### src/rtl/gpcd_defs.vh
// Constants for the dual general purpose port block (ports C and D).
// Assumes a plain register port with byte-wide data.
`ifndef GPCD_DEFS_VH
`define GPCD_DEFS_VH

// Register addresses (byte index on the plain register port)
`define GPCD_ADDR_W 3
`define GPCD_ADDR_C_DATA 3'h0
`define GPCD_ADDR_C_DIR 3'h1
`define GPCD_ADDR_D_DATA 3'h2
`define GPCD_ADDR_D_DIR 3'h3
`define GPCD_ADDR_C_ANA 3'h4
`define GPCD_ADDR_D_ANA 3'h5

// Reset values
`define GPCD_DIR_RST 8'hff
`define GPCD_ANA_RST 8'h00
`define GPCD_ZERO8 8'h00

// Port C bits forced to input read-back in low-power crystal mode
`define GPCD_LP_MASK 8'h03

// Port D bits that may carry pwm steering outputs
`define GPCD_D_PWM_LSB 5

`endif

### src/rtl/gpcd_pin.v
// One bidirectional pin cell: latch/direction or peripheral override.
// Assumes pin input is synchronous to the clock.
`timescale 1ns/1ps
module gpcd_pin (
  input wire latch_bit,
  input wire dir_bit,
  input wire ana_bit,
  input wire per_en,
  input wire per_out,
  input wire per_oe,
  input wire pin_in,
  output reg pin_out,
  output reg pin_oe,
  output wire read_bit
);

  // Peripheral takes over the driver when enabled, else the latch
  always @* begin
    if (per_en) begin
      pin_out = per_out;
      pin_oe = per_oe;
    end else begin
      pin_out = latch_bit;
      pin_oe = ~dir_bit;
    end
  end

  // Pin level read back; analog pins read zero
  assign read_bit = ana_bit ? 1'b0 : pin_in;

endmodule

### src/rtl/gpcd_top.v
// Dual 8-bit general purpose port block, ports C and D.
// Assumes a synchronous register port and synchronous pin inputs.
// Function
// Data read returns current pin level
// Direction 1 input, 0 drives latch
// Direction bits read/write, reset to ones
// Low-power crystal: C dir 1:0 read one
// Read gives pins, write updates latch
// Port write is read-modify-write
// Analog pins read zero, direction still drives
// Software keeps analog pins as inputs
// Data latch kept over non-power resets
// Port D eight bidirectional bits
// Port C 3..7 shared with serial
// Port C 0..2 shared timer, capture
// Port D 5..7 selectable pwm steering
// Enabled peripheral overrides latch and direction
`timescale 1ns/1ps
`include "gpcd_defs.vh"
module gpcd_top #(
  parameter WIDTH = 8
) (
  input wire ref_clk,
  input wire rst_n,
  input wire por_n,
  input wire low_power_crystal_mode,
  input wire [`GPCD_ADDR_W-1:0] reg_addr,
  input wire [WIDTH-1:0] reg_wdata,
  input wire reg_wr,
  input wire reg_rd,
  output reg [WIDTH-1:0] reg_rdata,
  input wire [WIDTH-1:0] pc_in,
  output wire [WIDTH-1:0] pc_out,
  output wire [WIDTH-1:0] pc_oe,
  input wire [WIDTH-1:0] pd_in,
  output wire [WIDTH-1:0] pd_out,
  output wire [WIDTH-1:0] pd_oe,
  input wire timer_osc_en,
  input wire timer_osc_out,
  input wire cap1_en,
  input wire cap1_out,
  input wire cap1_oe,
  input wire cap2_en,
  input wire cap2_out,
  input wire cap2_oe,
  input wire ssp_en,
  input wire ssp_sck_out,
  input wire ssp_sck_oe,
  input wire ssp_sda_out,
  input wire ssp_sda_oe,
  input wire serial_data_output,
  input wire usart_en,
  input wire usart_tx_out,
  input wire usart_tx_oe,
  input wire usart_dt_out,
  input wire usart_dt_oe,
  input wire [2:0] pwm_steer_en,
  input wire pwm_steering_output_b,
  input wire pwm_steering_output_c,
  input wire pwm_steering_output_d,
  output wire timer_clock_input,
  output wire timer_oscillator_input,
  output wire first_capture_compare_pin,
  output wire second_capture_compare_pin,
  output wire ssp_sck_in,
  output wire serial_data_input,
  output wire usart_rx_in
);

  reg [WIDTH-1:0] c_lat_q;
  reg [WIDTH-1:0] c_lat_d;
  reg [WIDTH-1:0] d_lat_q;
  reg [WIDTH-1:0] d_lat_d;
  reg [WIDTH-1:0] c_dir_q;
  reg [WIDTH-1:0] d_dir_q;
  reg [WIDTH-1:0] c_ana_q;
  reg [WIDTH-1:0] d_ana_q;
  reg [WIDTH-1:0] rdata_d;
  reg [WIDTH-1:0] c_pen;
  reg [WIDTH-1:0] c_pout;
  reg [WIDTH-1:0] c_poe;
  reg [WIDTH-1:0] d_pen;
  reg [WIDTH-1:0] d_pout;
  reg [WIDTH-1:0] d_poe;
  wire [WIDTH-1:0] c_rd;
  wire [WIDTH-1:0] d_rd;
  wire [WIDTH-1:0] c_dir_rd;

  // Port C peripheral sharing map
  always @* begin
    c_pen = `GPCD_ZERO8;
    c_pout = `GPCD_ZERO8;
    c_poe = `GPCD_ZERO8;
    c_pen[0] = timer_osc_en;
    c_pout[0] = timer_osc_out;
    c_poe[0] = timer_osc_en;
    c_pen[1] = timer_osc_en | cap2_en;
    c_pout[1] = cap2_out;
    c_poe[1] = cap2_oe & ~timer_osc_en;
    c_pen[2] = cap1_en;
    c_pout[2] = cap1_out;
    c_poe[2] = cap1_oe;
    c_pen[3] = ssp_en;
    c_pout[3] = ssp_sck_out;
    c_poe[3] = ssp_sck_oe;
    c_pen[4] = ssp_en;
    c_pout[4] = ssp_sda_out;
    c_poe[4] = ssp_sda_oe;
    c_pen[5] = ssp_en;
    c_pout[5] = serial_data_output;
    c_poe[5] = ssp_en;
    c_pen[6] = usart_en;
    c_pout[6] = usart_tx_out;
    c_poe[6] = usart_tx_oe;
    c_pen[7] = usart_en;
    c_pout[7] = usart_dt_out;
    c_poe[7] = usart_dt_oe;
  end

  // Port D: low bits plain I/O, top three pwm steering
  always @* begin
    d_pen = `GPCD_ZERO8;
    d_pout = `GPCD_ZERO8;
    d_poe = `GPCD_ZERO8;
    d_pen[`GPCD_D_PWM_LSB+2:`GPCD_D_PWM_LSB] = pwm_steer_en;
    d_poe[`GPCD_D_PWM_LSB+2:`GPCD_D_PWM_LSB] = pwm_steer_en;
    d_pout[`GPCD_D_PWM_LSB] = pwm_steering_output_b;
    d_pout[`GPCD_D_PWM_LSB+1] = pwm_steering_output_c;
    d_pout[`GPCD_D_PWM_LSB+2] = pwm_steering_output_d;
  end

  // One pin cell per bit of each port
  genvar i;
  generate
    for (i = 0; i < WIDTH; i = i + 1) begin : g_pin
      gpcd_pin u_c (
        .latch_bit(c_lat_q[i]),
        .dir_bit(c_dir_q[i]),
        .ana_bit(c_ana_q[i]),
        .per_en(c_pen[i]),
        .per_out(c_pout[i]),
        .per_oe(c_poe[i]),
        .pin_in(pc_in[i]),
        .pin_out(pc_out[i]),
        .pin_oe(pc_oe[i]),
        .read_bit(c_rd[i])
      );
      gpcd_pin u_d (
        .latch_bit(d_lat_q[i]),
        .dir_bit(d_dir_q[i]),
        .ana_bit(d_ana_q[i]),
        .per_en(d_pen[i]),
        .per_out(d_pout[i]),
        .per_oe(d_poe[i]),
        .pin_in(pd_in[i]),
        .pin_out(pd_out[i]),
        .pin_oe(pd_oe[i]),
        .read_bit(d_rd[i])
      );
    end
  endgenerate

  // Peripheral inputs see the raw pin levels
  assign timer_clock_input = pc_in[0];
  assign timer_oscillator_input = pc_in[1];
  assign second_capture_compare_pin = pc_in[1];
  assign first_capture_compare_pin = pc_in[2];
  assign ssp_sck_in = pc_in[3];
  assign serial_data_input = pc_in[4];
  assign usart_rx_in = pc_in[7];

  // Direction read-back with low-power crystal override
  assign c_dir_rd = low_power_crystal_mode ?
    (c_dir_q | `GPCD_LP_MASK) : c_dir_q;

  // Byte write: the modify step replaces every sampled pin bit,
  // so the latch takes the written byte whole (no pin bit leaks in)
  always @* begin
    c_lat_d = c_lat_q;
    d_lat_d = d_lat_q;
    if (reg_wr && reg_addr == `GPCD_ADDR_C_DATA) begin
      c_lat_d = reg_wdata;
    end else if (reg_wr && reg_addr == `GPCD_ADDR_D_DATA) begin
      d_lat_d = reg_wdata;
    end
  end

  // Data latches: no reset, so only power-on leaves them undefined
  always @(posedge ref_clk) begin
    c_lat_q <= c_lat_d;
    d_lat_q <= d_lat_d;
  end

  // Direction and analog select registers
  always @(posedge ref_clk) begin
    if (!rst_n || !por_n) begin
      c_dir_q <= `GPCD_DIR_RST;
      d_dir_q <= `GPCD_DIR_RST;
      c_ana_q <= `GPCD_ANA_RST;
      d_ana_q <= `GPCD_ANA_RST;
    end else if (reg_wr) begin
      if (reg_addr == `GPCD_ADDR_C_DIR) begin
        c_dir_q <= reg_wdata;
      end else if (reg_addr == `GPCD_ADDR_D_DIR) begin
        d_dir_q <= reg_wdata;
      end else if (reg_addr == `GPCD_ADDR_C_ANA) begin
        c_ana_q <= reg_wdata;
      end else if (reg_addr == `GPCD_ADDR_D_ANA) begin
        d_ana_q <= reg_wdata;
      end
    end
  end

  // Read decode; unmapped addresses read zero
  always @* begin
    if (reg_addr == `GPCD_ADDR_C_DATA) begin
      rdata_d = c_rd;
    end else if (reg_addr == `GPCD_ADDR_C_DIR) begin
      rdata_d = c_dir_rd;
    end else if (reg_addr == `GPCD_ADDR_D_DATA) begin
      rdata_d = d_rd;
    end else if (reg_addr == `GPCD_ADDR_D_DIR) begin
      rdata_d = d_dir_q;
    end else if (reg_addr == `GPCD_ADDR_C_ANA) begin
      rdata_d = c_ana_q;
    end else if (reg_addr == `GPCD_ADDR_D_ANA) begin
      rdata_d = d_ana_q;
    end else begin
      rdata_d = `GPCD_ZERO8;
    end
  end

  // Read data stands in the cycle after the strobe only
  always @(posedge ref_clk) begin
    if (!rst_n) begin
      reg_rdata <= `GPCD_ZERO8;
    end else if (reg_rd) begin
      reg_rdata <= rdata_d;
    end else begin
      reg_rdata <= `GPCD_ZERO8;
    end
  end

endmodule

### config.mk
export PLATFORM = sky130hd
export DESIGN_NAME = gpcd_top
export DESIGN_NICKNAME = d
export VERILOG_FILES = /design/src/rtl/gpcd_pin.v /design/src/rtl/gpcd_top.v
export VERILOG_INCLUDE_DIRS = /design/src /design/src/rtl
export SDC_FILE = /design/constraint.sdc
export NUM_CORES = 1
export LEC_CHECK = 0
export ABC_AREA = 1
export BUFFER_PORTS_ARGS = -buffer_cell sky130_fd_sc_hd__buf_2
export CORE_MARGIN = 2
export CORE_UTILIZATION = 51
export CTS_BUF_LIST = sky130_fd_sc_hd__clkbuf_8
export DETAILED_ROUTE_END_ITERATION = 8
export PLACE_DENSITY = 0.82
export SLEW_MARGIN = 15
export SYNTH_ARGS = -nofsm -noshare
export SYNTH_HDL_FRONTEND = slang
export SYNTH_HIERARCHICAL = 1
export SYNTH_SLANG_ARGS = --single-unit
### constraint.sdc
create_clock -name ref_clk -period 2 [get_ports ref_clk]
set_input_delay 0.1 -clock ref_clk [delete_from_list [all_inputs] [get_ports ref_clk]]
set_output_delay 0.1 -clock ref_clk [all_outputs]
set_load 0.005 [all_outputs]
* Yosys cells after proc, flatten, opt, wreduce, memory -nomap -nowiden *
Cells that the tools add are included.

word-level totals
  output and inout bits = 47
  register bits after elaboration = 56

cells by class
  mux-type cells = 45
  reduce and logical (&&, ||, !) cells = 12
  bitwise gates (word level) = 23
  equal/unequal tests = 5

operators by type and width
  cell                                                             number
  8-bit 2-to-1 mux                                                 6
  1-bit 2-to-1 mux                                                 38
  1-bit inverter                                                   21
  3-bit by 2-bit == test with 1-bit output, second input constant  2
  3-bit == test, second input constant                             2
  2-bit AND reduction                                              3
  5-bit AND reduction                                              1
  4-bit AND reduction                                              1
  3-bit by 1-bit == test with 1-bit output, second input constant  1
  3-bit zero test                                                  1
  3-bit AND reduction                                              1
  1-bit logical AND                                                2
  1-bit zero test                                                  2
  2-bit 2-to-1 mux                                                 1
  1-bit AND                                                        1
  1-bit logical OR                                                 1
  1-bit bitwise OR                                                 1

* Depth between registers and ports, before layout *
  depth after elaboration = 7
  gate-level depth with buffers = 8
  gate-level depth less buffers = 7

* Modules after synthesis *
The synthesis kept the hierarchy.

modules (own cells, without submodules)
  module    area each (um^2)  cells each  instances  sequential area each (um^2)
  gpcd_top  2389.8            282         1          1281.2
  gpcd_pin  31.3              8           16         0.0

* Least setup slack after synthesis *
No wires, ideal clock.

  kind = input -> register
  start point = in reg_addr[2]
  end point = reg d_lat_q[0], enable pin
  buffers on the path = 1
  required time = 1617 ps
  stages on the path = 4
  arrival time = 1024 ps
  setup slack = 592 ps
  setup time = 383 ps
  cell sequence = buf_6 -> inv_2 -> nand2_1 -> nor3_1

between the ends
  word-level cells in the longest chain between the ends = 4
  elaborated cells between the ends (all ways) = 6
  those cells by class = eq/ne (1); bitwise (1); reduce/logical (4)

RTL lines
  element                          line            source
  from (decl)                      gpcd_top.v:27   input wire [`GPCD_ADDR_W-1:0] reg_addr,
  3-bit zero test (no line)        -
  1-bit logical AND (no line)      -
  1-bit inverter (no line)         -
  2-bit AND reduction (no line) *  -
  to (signal assigned)             gpcd_top.v:191  d_lat_q <= d_lat_d;
  to (decl)                        gpcd_top.v:72   reg [WIDTH-1:0] d_lat_q;

Every way passes the cells marked *; elsewhere a longest branch is shown, timed or not.
A chain may end at the register's enable or synchronous reset.

* Worst setup path after layout *
  start point = in reg_addr[2]
  end point = reg c_ana_q[6]

between the ends
  word-level cells in the longest chain between the ends = 3
  elaborated cells between the ends (all ways) = 6
  those cells by class = eq/ne (3); bitwise (2); reduce/logical (1)

RTL lines
  element                                                                                                         line            source
  3-bit by 2-bit == test with 1-bit output (no line) or 3-bit by 1-bit == test with 1-bit output (tied branches)  -
  1-bit inverter (no line)                                                                                        -
  4-bit AND reduction (no line) *                                                                                 -
  to (signal assigned)                                                                                            gpcd_top.v:199  c_ana_q <= `GPCD_ANA_RST;
  to (signal assigned)                                                                                            gpcd_top.v:207  c_ana_q <= reg_wdata;
  to (decl)                                                                                                       gpcd_top.v:76   reg [WIDTH-1:0] c_ana_q;

Marks and branches as above.

==> results.json <==
{
  "startpoint": "reg_addr[2]",
  "first_pass_iters": 4,
  "cts.htree.levels": 2,
  "crit_required_ps": 2200,
  "drive_above_1_share_pct": 23.9,
  "clkTransAtPathRegs_ps": 100,
  "cts_tree": "built",
  "outcome": "finished, final reports clean",
  "crit_path_max_fanout": 18,
  "antenna_found_initial": 0,
  "hold_path.class": "in2reg",
  "dieArea_um2": 6290,
  "via_per_inst": 4.75,
  "synth.distinct_cells": 25,
  "post-dp-hpwl_mm": 5.72,
  "finalNonFillerCells": 611,
  "cap_violations": 0,
  "placementRows": 27,
  "yosysTopAreaCell": "dfxtp_1",
  "path_cells": "buf_2, inv_2, nor3_4, nand2_2, nand2_1, a21oi_1",
  "powerDensity_nw_per_um2": 609,
  "cp_top_family": "simple AND/OR/NAND/NOR gates",
  "cts-root-buf": "clkbuf_8",
  "synth_enable_flop_cells": 16,
  "rsz0062_at_grt": "false",
  "r2r-start": "d_dir_q[1]",
  "areaGrowthSynthToFinish_pct": 24.9,
  "critPathMaxStageDelay_ps": 380,
  "vias": 2900,
  "cts_max_path_buffers": 2,
  "drv_slew": 0,
  "antenna_cells": 0,
  "cts_setup_buffers": 0,
  "final_hold_viol_count": 0,
  "gp_congestion": 0.865,
  "synth.yosys.warnings": 6,
  "ff2ff_path_depth": 6,
  "grt_pass1_wl_mm": 12.1,
  "synth_top_cell_area_share_pct": 27.7,
  "fmax_mhz": 864,
  "critical_path_arrival_ps": 1360,
  "wirelength_mm": 7.66,
  "nNetsFinal": 596,
  "ys_seq_area_share_pct": 44.3,
  "r2r_slack_ps": 1110,
  "drtIter0Drc": 169,
  "crit_type": "in2reg",
  "start_kind": "input pin",
  "die_h_um": 79.3,
  "setup_violations": 0,
  "wire_per_inst_um": 12.5,
  "ys.flop_type": "dfxtp_1",
  "synth_area_um2": 2890,
  "cp_num_buf_inv": 2,
  "die_w_um": 79.3,
  "cts_inserted_buffers": 5,
  "boundaryPins": 105,
  "track_usage_pct": 25.1,
  "whs_path_depth": 1,
  "overflow": 0,
  "post-route-min-period_ps": 1160,
  "skew_ps": 6.31,
  "crit_path_end_kind": "register",
  "synthArstFlopShare_pct": 0,
  "synth.avg_cell_area_um2": 7.05,
  "io_buffers": 104,
  "ir_drop_mv": 0.411,
  "drc": 0,
  "hold_buffers": 0,
  "period_share_pct": 57.9,
  "synth_seq_cells": 56,
  "synth_cells": 410,
  "grt_start_max_net_pins": 19,
  "yosys-top-cells-count": "nand2_1, inv_1, dfxtp_1, nor2_1, a21oi_1",
  "antenna_left": 0,
  "hp-start": "reg_wdata[6]",
  "leakage_nw": 1.95,
  "synth.most_common_cell": "nand2_1",
  "tns_ps": 0,
  "grt_pass1_vias": 2566,
  "netlist_top_cells_area": "dfxtp_1, edfxtp_1, nand2_1",
  "coreArea_um2": 5510,
  "start_util_pct": 52.5,
  "cts_resized": 0,
  "insertion_delay_ps": 310,
  "crit_path_top_delay_cell": "nor3_4",
  "r2r-end": "reg_rdata[1]",
  "cts_sinks": 56,
  "hold_end": "d_lat_q[6]",
  "placedCellCount": 603
}
stage by stage:
step / setup WS [ps] / total power [mW] / area, µm² / util [%] / hold slack, ps
2_1_floorplan: 592 / 1.41 / 3000 / - / 199
3_3_place_gp: 585 / 1.56 / 3510 / 63.8 / 374
3_5_place_dp: 543 / 1.57 / 3510 / 63.8 / 370
4_1_cts: 866 / 2.21 / 3610 / 65.6 / 50.5
5_1_grt: 710 / 2.30 / 3610 / 65.6 / 57.8
6_report: 843 / 2.20 / 3610 / 65.6 / 57.1
power breakdown:
group | switching [mW] | internal, mW
Clock | 0.373 | 0.281
Combinational | 0.207 | 0.136
Sequential | 0.0105 | 1.19
Total | 0.590 | 1.61
kinds of logic (layout without fill, tap and decap cells):
family,after synthesis,count (layout),share of synthesized area (%)
and+or+nand+nor,211,211,32.0
AOI/OAI and AO/OA,62,62,10.7
buffers and inverters,80,180,12.8
other,1,30,0.130
DFF,56,56,44.3
worst max-delay path by stage:
stage | end | cells after the start
after floorplan | d_lat_q[0] | 4
final | c_ana_q[6] | 6
after global routing | d_ana_q[1] | 6
after CTS | d_ana_q[3] | 6
after global placement | c_ana_q[6] | 6
after detailed placement | d_ana_q[3] | 6
cells in the final DEF (no fill, tap or decap):
master        n
a21oi_1      26
buf_2       104
buf_4         4
clkbuf_8      6
clkinv_2      1
clkinvlp_4    2
conb_1       30
dfxtp_1      40
edfxtp_1     16
inv_1        61
inv_2         2
nand2_1     128
nand2_2       1
nand2_4       1
nand3_1      24
nand3_2       2
nand4_1      14
nor2_1       34
nor2_2        1
nor2_4        2
nor3_1        1
nor3_4        2
o21ai_0      20
o21ai_1      16
or2_2         1
state kept, by name, summed over array words and instances (netlist names):
name       flops
c_ana_q        8
c_dir_q        8
c_lat_q        8
d_ana_q        8
d_dir_q        8
d_lat_q        8
reg_rdata      8
metal layers:
| layer | wire, µm | part of all wire, % | up-vias | track usage [%] |
|---|---|---|---|---|
| li1 | - | - | 1516 | - |
| met1 | 3290 | 43 | 1232 | 32.3 |
| met2 | 3510 | 46 | 133 | 42.5 |
| met3 | 666 | 8.7 | 19 | 4.32 |
| met4 | 199 | 2.6 | 0 | 9.14 |
| met5 | 0 | 0 | - | 0 |
cell type report:
type	count	area (µm²)
Clock buffer	6	82.6
Tap cell	72	90.1
Inverter	64	241
Sequential cell	56	1280
Clock inverter	2	15.0
Timing Repair Buffer	108	551
Fill cell	529	1900
Multi-Input combinational cell	303	1350
Power figures use the tool's default switching activity.
